## src/hdl/dpac_pkg.sv

```systemverilog
// Shared constants and carriers for the dual-port address and command capture block.
package dpac_pkg;

    // Address pins on the shared bus, and the widest decoded address.
    localparam int ADDR_PINS  = 25;
    localparam int ADDR_W     = 22;
    // Decoded address widths for the wide and the narrow data configuration.
    localparam int ADDR_W36   = 21;
    localparam int ADDR_W18   = 22;
    // Number of logical ports sharing the command clock.
    localparam int NUM_PORTS  = 2;
    // Address masks for the two data configurations.
    localparam logic [ADDR_W-1:0] MASK_X36 = 22'h1fffff;
    localparam logic [ADDR_W-1:0] MASK_X18 = 22'h3fffff;
    // Reset values of the parity flag output and the agreed command clock level.
    localparam logic PERR_N_RESET = 1'h1;
    localparam logic CK_LEVEL_RESET = 1'h0;

    // Raw pins from the memory controller, all outside the mclk domain.
    typedef struct packed {
        logic                 ck;
        logic [ADDR_PINS-1:0] addr;
        logic                 addr_parity_in;
        logic                 addr_invert_in;
        logic                 load_port0_n;
        logic                 load_port1_n;
        logic                 rdwr_port0_n;
        logic                 rdwr_port1_n;
    } dpac_pins_t;

    // One captured command for one port.
    typedef struct packed {
        logic              valid;
        logic              write;
        logic [ADDR_W-1:0] addr;
        logic              parErr;
    } dpac_cmd_t;

    localparam int PINS_W = $bits(dpac_pins_t);

endpackage : dpac_pkg

```

## src/hdl/dpac_capture.sv

```systemverilog
// Address and command capture for two ports sharing one command clock.
// Functional notes
// - Port 0 captured on command clock rise.
// - Port 1 captured on command clock fall.
// - Wide mode decodes 21 address bits.
// - Narrow mode decodes 22 address bits.
// - Reserved address pins fully ignored.
// - Parity error flag low until cleared.
// - Undo address inversion before decode, parity.
// - Load strobe high ignores new commands.
// - Read/write select combined with load strobe.
`timescale 1ns/100ps
module dpac_capture (
    input  wire logic                   mclk,
    input  wire logic                   rst,
    input  wire logic                   ce,
    input  wire logic                   wide36,
    input  wire logic                   errClear,
    input  wire dpac_pkg::dpac_pins_t   pins,
    output dpac_pkg::dpac_cmd_t [1:0]   portCmd,
    output logic                        parity_err_n
);
    import dpac_pkg::*;

    dpac_pins_t        pinS2;
    dpac_pins_t        pinS3;
    logic              ckLevel;
    logic              riseEv;
    logic              fallEv;
    logic [ADDR_W-1:0] usedMask;
    logic [ADDR_W-1:0] addrFix;
    logic              parityFix;
    logic              parityBad;
    logic [1:0]        portEv;
    logic [1:0]        portLoad;
    logic [1:0]        portWrite;
    logic              errSet;

    // All controller pins cross into mclk together so they stay aligned.
    dpac_sync #(
        .W      (PINS_W)
    ) u_sync (
        .mclk   (mclk),
        .rst    (rst),
        .ce     (ce),
        .din    (pins),
        .stage2 (pinS2),
        .stage3 (pinS3)
    );

    // A clock edge counts only once two stages agree on the new level.
    always_comb begin
        riseEv = pinS2.ck && pinS3.ck && !ckLevel;
        fallEv = !pinS2.ck && !pinS3.ck && ckLevel;
    end

    // Agreed level of the command clock, updated on every counted edge.
    always_ff @(posedge mclk) begin
        if (rst) begin
            ckLevel <= CK_LEVEL_RESET;
        end else if (ce && (riseEv || fallEv)) begin
            ckLevel <= pinS3.ck;
        end
    end

    // Decode the stable address: remove inversion, then mask reserved pins.
    // Masking after the inversion keeps floating reserved pins out of both paths.
    always_comb begin
        usedMask  = wide36 ? MASK_X36 : MASK_X18;
        addrFix   = (pinS3.addr[ADDR_W-1:0] ^ {ADDR_W{pinS3.addr_invert_in}})
                    & usedMask;
        parityFix = pinS3.addr_parity_in ^ pinS3.addr_invert_in;
        parityBad = (^addrFix) ^ parityFix;
    end

    // Per-port view: the same bus means port 0 at a rise, port 1 at a fall.
    always_comb begin
        portEv    = {fallEv, riseEv};
        portLoad  = {!pinS3.load_port1_n, !pinS3.load_port0_n};
        portWrite = {!pinS3.rdwr_port1_n, !pinS3.rdwr_port0_n};
    end

    // One capture register per port; valid is a one-cycle pulse per command.
    for (genvar p = 0; p < NUM_PORTS; p++) begin : g_port
        always_ff @(posedge mclk) begin
            if (rst) begin
                portCmd[p] <= '0;
            end else if (ce) begin
                portCmd[p].valid <= portEv[p] && portLoad[p];
                if (portEv[p] && portLoad[p]) begin
                    portCmd[p].write  <= portWrite[p];
                    portCmd[p].addr   <= addrFix;
                    portCmd[p].parErr <= parityBad;
                end
            end
        end
    end

    // Any accepted command with bad parity raises the shared flag.
    always_comb begin
        errSet = |(portEv & portLoad) && parityBad;
    end

    // Sticky active-low flag; a new error wins over a clear in the same cycle.
    always_ff @(posedge mclk) begin
        if (rst) begin
            parity_err_n <= PERR_N_RESET;
        end else if (ce) begin
            if (errSet) begin
                parity_err_n <= 1'h0;
            end else if (errClear) begin
                parity_err_n <= 1'h1;
            end
        end
    end

    a_port0_rise_take: assert property (@(posedge mclk) disable iff (rst)
        ce && riseEv && !pinS3.load_port0_n |=> portCmd[0].valid && !portCmd[1].valid)
        else $error("Port 0 command not taken at clock rise.");

    a_port1_fall_take: assert property (@(posedge mclk) disable iff (rst)
        ce && fallEv && !pinS3.load_port1_n |=> portCmd[1].valid && !portCmd[0].valid)
        else $error("Port 1 command not taken at clock fall.");

    a_wide_addr_mask: assert property (@(posedge mclk) disable iff (rst)
        ce && riseEv && wide36 && !pinS3.load_port0_n |=> portCmd[0].addr[ADDR_W-1] == 1'h0)
        else $error("Wide mode captured a reserved address bit.");

    a_narrow_addr_keep: assert property (@(posedge mclk) disable iff (rst)
        ce && riseEv && !wide36 && !pinS3.load_port0_n |=>
        portCmd[0].addr == ($past(pinS3.addr[ADDR_W-1:0]) ^ {ADDR_W{$past(pinS3.addr_invert_in)}}))
        else $error("Narrow mode address not captured in full.");

    a_load_ignore_cmd: assert property (@(posedge mclk) disable iff (rst)
        ce && !(riseEv && !pinS3.load_port0_n) |=> !portCmd[0].valid)
        else $error("Port 0 command taken without load strobe.");

    a_rdwr_decode: assert property (@(posedge mclk) disable iff (rst)
        ce && fallEv && !pinS3.load_port1_n |=> portCmd[1].write == !$past(pinS3.rdwr_port1_n))
        else $error("Port 1 read/write decoded wrongly.");

    a_parity_flag_set: assert property (@(posedge mclk) disable iff (rst)
        ce && riseEv && !pinS3.load_port0_n && parityBad |=> !parity_err_n && portCmd[0].parErr)
        else $error("Parity error did not set the flag.");

    a_flag_sticky: assert property (@(posedge mclk) disable iff (rst)
        !parity_err_n && !(ce && errClear) |=> !parity_err_n)
        else $error("Parity error flag released without a clear.");

    a_flag_clear: assert property (@(posedge mclk) disable iff (rst)
        ce && errClear && !errSet |=> parity_err_n)
        else $error("Parity error flag not cleared.");

    a_inverted_parity_ok: assert property (@(posedge mclk) disable iff (rst)
        ce && riseEv && !pinS3.load_port0_n && pinS3.addr_invert_in
        && ((^(~pinS3.addr[ADDR_W-1:0] & usedMask)) == !pinS3.addr_parity_in)
        |=> !portCmd[0].parErr)
        else $error("Inverted address with good parity flagged.");

    // The idle port sees the opposite strobe level, so a wrong-edge capture shows here.
    a_port1_load_ignore: assert property (@(posedge mclk) disable iff (rst)
        ce && !(fallEv && !pinS3.load_port1_n) |=> !portCmd[1].valid)
        else $error("Port 1 command taken without load strobe.");

    // Port 0 direction comes from its own select, sampled at the rise.
    a_port0_rdwr_decode: assert property (@(posedge mclk) disable iff (rst)
        ce && riseEv && !pinS3.load_port0_n |=> portCmd[0].write == !$past(pinS3.rdwr_port0_n))
        else $error("Port 0 read/write decoded wrongly.");

    // A bad falling-edge command must reach the shared flag as well.
    a_port1_parity_flag: assert property (@(posedge mclk) disable iff (rst)
        ce && fallEv && !pinS3.load_port1_n && parityBad |=> !parity_err_n && portCmd[1].parErr)
        else $error("Port 1 parity error did not set the flag.");

    // Narrow mode keeps every used bit on port 1 too.
    a_port1_addr_keep: assert property (@(posedge mclk) disable iff (rst)
        ce && fallEv && !wide36 && !pinS3.load_port1_n |=>
        portCmd[1].addr == ($past(pinS3.addr[ADDR_W-1:0]) ^ {ADDR_W{$past(pinS3.addr_invert_in)}}))
        else $error("Port 1 narrow address not captured in full.");

    // Wide mode still keeps the low used bits intact after de-inversion.
    a_wide_addr_keep: assert property (@(posedge mclk) disable iff (rst)
        ce && riseEv && wide36 && !pinS3.load_port0_n |=> portCmd[0].addr[ADDR_W36-1:0] ==
        ($past(pinS3.addr[ADDR_W36-1:0]) ^ {ADDR_W36{$past(pinS3.addr_invert_in)}}))
        else $error("Wide mode used address bits not captured.");

    // Refused commands leave the last accepted fields untouched on port 0.
    a_port0_hold_idle: assert property (@(posedge mclk) disable iff (rst)
        ce && !(riseEv && !pinS3.load_port0_n) |=>
        $stable(portCmd[0].addr) && $stable(portCmd[0].write) && $stable(portCmd[0].parErr))
        else $error("Port 0 fields changed without a command.");

    // Refused commands leave the last accepted fields untouched on port 1.
    a_port1_hold_idle: assert property (@(posedge mclk) disable iff (rst)
        ce && !(fallEv && !pinS3.load_port1_n) |=>
        $stable(portCmd[1].addr) && $stable(portCmd[1].write) && $stable(portCmd[1].parErr))
        else $error("Port 1 fields changed without a command.");

    // One rise gives exactly one pulse, since the agreed level moves at once.
    a_port0_pulse_once: assert property (@(posedge mclk) disable iff (rst)
        ce && portCmd[0].valid |=> !portCmd[0].valid)
        else $error("Port 0 valid lasted more than one cycle.");

    // One fall gives exactly one pulse.
    a_port1_pulse_once: assert property (@(posedge mclk) disable iff (rst)
        ce && portCmd[1].valid |=> !portCmd[1].valid)
        else $error("Port 1 valid lasted more than one cycle.");

    // The flag only falls for an accepted command with bad parity.
    a_flag_no_false: assert property (@(posedge mclk) disable iff (rst)
        ce && !errSet && parity_err_n |=> parity_err_n)
        else $error("Parity error flag fell without a bad command.");

    // A clear arriving with a fresh error must not hide that error.
    a_set_beats_clear: assert property (@(posedge mclk) disable iff (rst)
        ce && errSet && errClear |=> !parity_err_n)
        else $error("Clear won over a new parity error.");

    // With the enable low even a clear request is held off.
    a_freeze_flag: assert property (@(posedge mclk) disable iff (rst)
        !ce |=> $stable(parity_err_n))
        else $error("Parity error flag moved while frozen.");

    // With the enable low no command fields may move.
    a_freeze_cmd: assert property (@(posedge mclk) disable iff (rst)
        !ce |=> $stable(portCmd))
        else $error("Port commands moved while frozen.");

endmodule : dpac_capture

```

## src/hdl/dpac_sync.sv

```systemverilog
// Three-stage synchroniser for a bundle of asynchronous pins.
`timescale 1ns/100ps
module dpac_sync #(
    parameter int W = 1
) (
    input  wire logic         mclk,
    input  wire logic         rst,
    input  wire logic         ce,
    input  wire logic [W-1:0] din,
    output logic      [W-1:0] stage2,
    output logic      [W-1:0] stage3
);
    import dpac_pkg::*;

    // Each bit is its own chain; the first stage feeds only the second.
    for (genvar i = 0; i < W; i++) begin : g_bit
        logic stage1;
        always_ff @(posedge mclk) begin
            if (rst) begin
                stage1    <= 1'h0;
                stage2[i] <= 1'h0;
                stage3[i] <= 1'h0;
            end else if (ce) begin
                stage1    <= din[i];
                stage2[i] <= stage1;
                stage3[i] <= stage2[i];
            end
        end
    end

endmodule : dpac_sync

```

## config.mk

```make
export PLATFORM = sky130hd
export DESIGN_NAME = dpac_capture
export DESIGN_NICKNAME = d
export VERILOG_FILES = /design/src/hdl/dpac_pkg.sv /design/src/hdl/dpac_capture.sv /design/src/hdl/dpac_sync.sv
export SDC_FILE = /design/constraint.sdc
export NUM_CORES = 1
export LEC_CHECK = 0
export BUFFER_PORTS_ARGS = -buffer_cell sky130_fd_sc_hd__buf_2
export CORE_MARGIN = 3
export CORE_UTILIZATION = 47
export DETAILED_ROUTE_END_ITERATION = 7
export PLACE_DENSITY = 0.73
export SLEW_MARGIN = 20
export SYNTH_ARGS = -nofsm -noshare
export SYNTH_HDL_FRONTEND = slang
export SYNTH_SLANG_ARGS = --single-unit
```

## constraint.sdc

```tcl
create_clock -name mclk -period 1.69 [get_ports mclk]
set_input_delay 0.338 -clock mclk [delete_from_list [all_inputs] [get_ports mclk]]
set_output_delay 0.338 -clock mclk [all_outputs]
set_load 0.005 [all_outputs]
```

==> results.sh <==
export IMPL_hpwl_mm=6.85
export IMPL_worstSetupPathType="reg -> reg"
export IMPL_finalCriticalPeriod_ns=1.71
export IMPL_die_area_um2=12500
export IMPL_max_cap_violations=0
export IMPL_worst_path_dominant_cell_family="XOR/XNOR gates"
export IMPL_overflow=0
export IMPL_clkTransAtPathRegs_ns=0.07
export IMPL_core_rowCount=37
export IMPL_wl_mm=10.5
export IMPL_drc=0
export IMPL_slew_headroom_pct=57.9
export IMPL_ios=88
export IMPL_first_global_vias=3594
export IMPL_start_kind="flip-flop"
export IMPL_clock_path_buffers=2
export IMPL_antenna_left=0
export IMPL_antennaDiodeCount=0
export IMPL_crit_path_max_incr_delay_ns=0.50
export IMPL_synth_top_area_share_pct=53.1
export IMPL_drtIter0Drc=170
export IMPL_post_synth_num_cell_types=22
export IMPL_timing_final_crit_share_pct=101
export IMPL_cts_tree="built"
export IMPL_cts_setup_buffers=0
export IMPL_p_seq_share_pct=45.8
export IMPL_rsz0062_at_grt="yes"
export IMPL_synth_largest_area_cell="dfxtp_1"
export IMPL_grt_pass1_wl_mm=17.4
export IMPL_clk_latency_ns=0.52
export IMPL_grt_usage_pct=17.1
export IMPL_cts_root_buf="clkbuf_8"
export IMPL_fin_util_pct=61.0
export IMPL_antenna_found_initial=0
export IMPL_worst_hold_path_type="in -> reg"
export IMPL_die_y_um=112
export IMPL_synth_area_um2=5250
export IMPL_worst_slack_ns=-0.0250
export IMPL_crit_path_cell_trace="xnor2_2 -> xnor2_2 -> xnor2_1 -> xnor3_2 -> mux2i_1 -> nor2_1"
export IMPL_clockPowerShare_pct=48.8
export IMPL_htreeDepth=4
export IMPL_num_vias=3621
export IMPL_hold_viol_final=0
export IMPL_clock_sinks=139
export IMPL_maxSlewViolCount=0
export IMPL_power_density_nw_per_um2=1150
export IMPL_dpl_instance_area_um2=5830
export IMPL_path_buf_inv=0
export IMPL_synth_area_leaders="dfxtp_1 (53%), mux2i_1 (18%), nor2_1 (9.9%)"
export IMPL_p_total_w=0.00743
export IMPL_tns_ns=-0.0401
export IMPL_rrSetupSlack_ns=-0.02
export IMPL_core_area_um2=10600
export IMPL_violations="setup timing"
export IMPL_cp_arrival_ns=2.12
export IMPL_grt_max_degree=90
export IMPL_crit_path_end_kind="flip-flop"
export IMPL_area_growth_pct=23.3
export IMPL_power_frac_comb_pct=5.4
export IMPL_finalClockSkew_ns=0.0103
export IMPL_post_place_ws_ns=-0.0277
export IMPL_crit_top_cell="xnor2_2"
export IMPL_design_area_um2=6470
export IMPL_numCtsBuffers=17
export IMPL_max_vdd_ir_drop_mv=0.580
export IMPL_wl_per_cell_um=14.3
export IMPL_yosys_register_bits=139
export IMPL_io_buffers=84
export IMPL_setup_viol=2
export IMPL_path_max_fanout=3
export IMPL_intPower_w=0.00572
export IMPL_drive_above_1_share_pct=24.2
export IMPL_ys_warnings_count=0
export IMPL_crit_path_top_delay_cell="xnor3_2"
export IMPL_p_sw_share_pct=23.0
export IMPL_dr_pass1_iters=5
export IMPL_status="complete, but fails checks"
export IMPL_syn_nets=544
export IMPL_avgViaCountPerCell=4.93
export IMPL_required_ns=2.10
export IMPL_layout_nets=623
export IMPL_syn_area_per_cell_um2=10.3
export IMPL_die_w_um=112
export IMPL_initial_core_util_pct=49.5
export IMPL_cellLeakagePower_nw=2.75
export IMPL_power_net_switching_w=0.00171
export IMPL_synth_seq_area_share_pct=53.1
export IMPL_fmax_mhz=583
export IMPL_synth_cells=507
export IMPL_nFillCells=841
export IMPL_tightest_slew_ns=0.631
export IMPL_gp_congestion=0.713
worst min-delay path: cells and delay by family:
kind	cells	cell delay, ns
muxes	1	0.05
and+or+nand+nor	1	0.07
buffers and inverters	1	0.08
what timing repair did:
item,4_1_cts,5_1_grt
endpoints found under the setup margin,2,5
pin swaps,3,8
gates resized for setup,3,8
gates cloned,0,0
hold buffers,0,0
cell usage in the layout, fill, tap and decap left out, types with 2 or more instances in the layout:
cell type     n
nor2_1      138
dfxtp_1     135
mux2i_1      93
buf_2        82
a211oi_1     42
xnor2_1      34
clkbuf_16    16
buf_4        10
xnor2_2       6
inv_6         4
clkinv_4      4
buf_12        4
dfxtp_2       4
inv_1         3
nand2b_1      2
nor4b_4       2
a21oi_1       2
a21o_1        2
clkbuf_8      2
clkinvlp_4    2
bufinv_16     2
buf_6         2
logic make-up (layout without fill, tap and decap cells):
kind of cell,Yosys count,count (layout),synth area share [%]
AOI/OAI and AO/OA,48,48,6.80
and+or+nand+nor,144,144,11.0
xor gates and xnor gates,42,42,7.71
DFF,139,139,53.1
buffers and inverters,41,133,3.72
muxes,93,93,17.7
worst paths after layout:
| kind | depth (start not counted) | endpoint | start |
|---|---|---|---|
| worst min-delay path | 3 | u_sync.g_bit[26].stage1 | pins[26] |
| worst max register to register | 6 | portCmd[25] | u_sync.stage3[10] |
| worst min register to register | 2 | portCmd[48] | portCmd[48] |
| worst max-delay path | 6 | portCmd[25] | u_sync.stage3[10] |
stage by stage:
| step | cells | hold slack [ns] |
|---|---|---|
| 6_report | 735 | 0.0540 |
| 3_3_place_gp | 703 | 0.468 |
| 3_5_place_dp | 703 | 0.481 |
| 4_1_cts | 735 | 0.0311 |
| 5_1_grt | 735 | 0.0437 |
| 2_1_floorplan | 507 | 0.460 |
area by class of cell:
class	instances	area (um^2)	area share, %
Clock buffer	18	428	6.62
Multi-Input combinational cell	327	2320	35.9
Tap cell	136	170	2.63
Clock inverter	14	161	2.50
Inverter	3	11.3	0.174
Sequential cell	139	2790	43.1
Timing Repair Buffer	98	588	9.09
synth_stat cells:
| cell type | number |
|---|---|
| dfxtp_1 | 139 |
| xnor3_1 | 1 |
| buf_6 | 1 |
| buf_2 | 18 |
| buf_1 | 1 |
| inv_1 | 3 |
| mux2i_1 | 93 |
| xnor2_2 | 1 |
| a22oi_1 | 1 |
| nor4b_2 | 2 |
| nand2b_1 | 2 |
| a211oi_1 | 42 |
| clkbuf_1 | 15 |
| nor2_1 | 138 |
| nor2_4 | 1 |
| xnor3_2 | 1 |
| a21oi_1 | 2 |
| xnor2_1 | 39 |
| buf_4 | 3 |
| o21ai_2 | 1 |
| nand2_1 | 1 |
| a21o_1 | 2 |
power by group through the flow:
stage / registers [W] / logic (W) / clock network (W)
2_1_floorplan: 0.00346 / 0.000295 / 0
3_3_place_gp: 0.00347 / 0.000393 / 0
3_5_place_dp: 0.00347 / 0.000401 / 0
4_1_cts: 0.00340 / 0.000404 / 0.00369
5_1_grt: 0.00341 / 0.000441 / 0.00382
6_report: 0.00340 / 0.000404 / 0.00363
registers in the layout (all words and copies together), names as in the netlist:
signal and cells:
u_sync.stage2 29, parity_err_n 1, u_sync.g_bit.stage1 29, ckLevel 1, u_sync.stage3 29, portCmd 50
routing by layer:
layer / vias up / track usage, % / wire length, um
met1: 1674 / 21.9 / 4900
met2: 73 / 27.5 / 4990
met4: 0 / 5.60 / 90
met5: - / 0 / 0
li1: 1866 / - / -
met3: 8 / 5.65 / 502
Power figures use the tool's default switching activity.
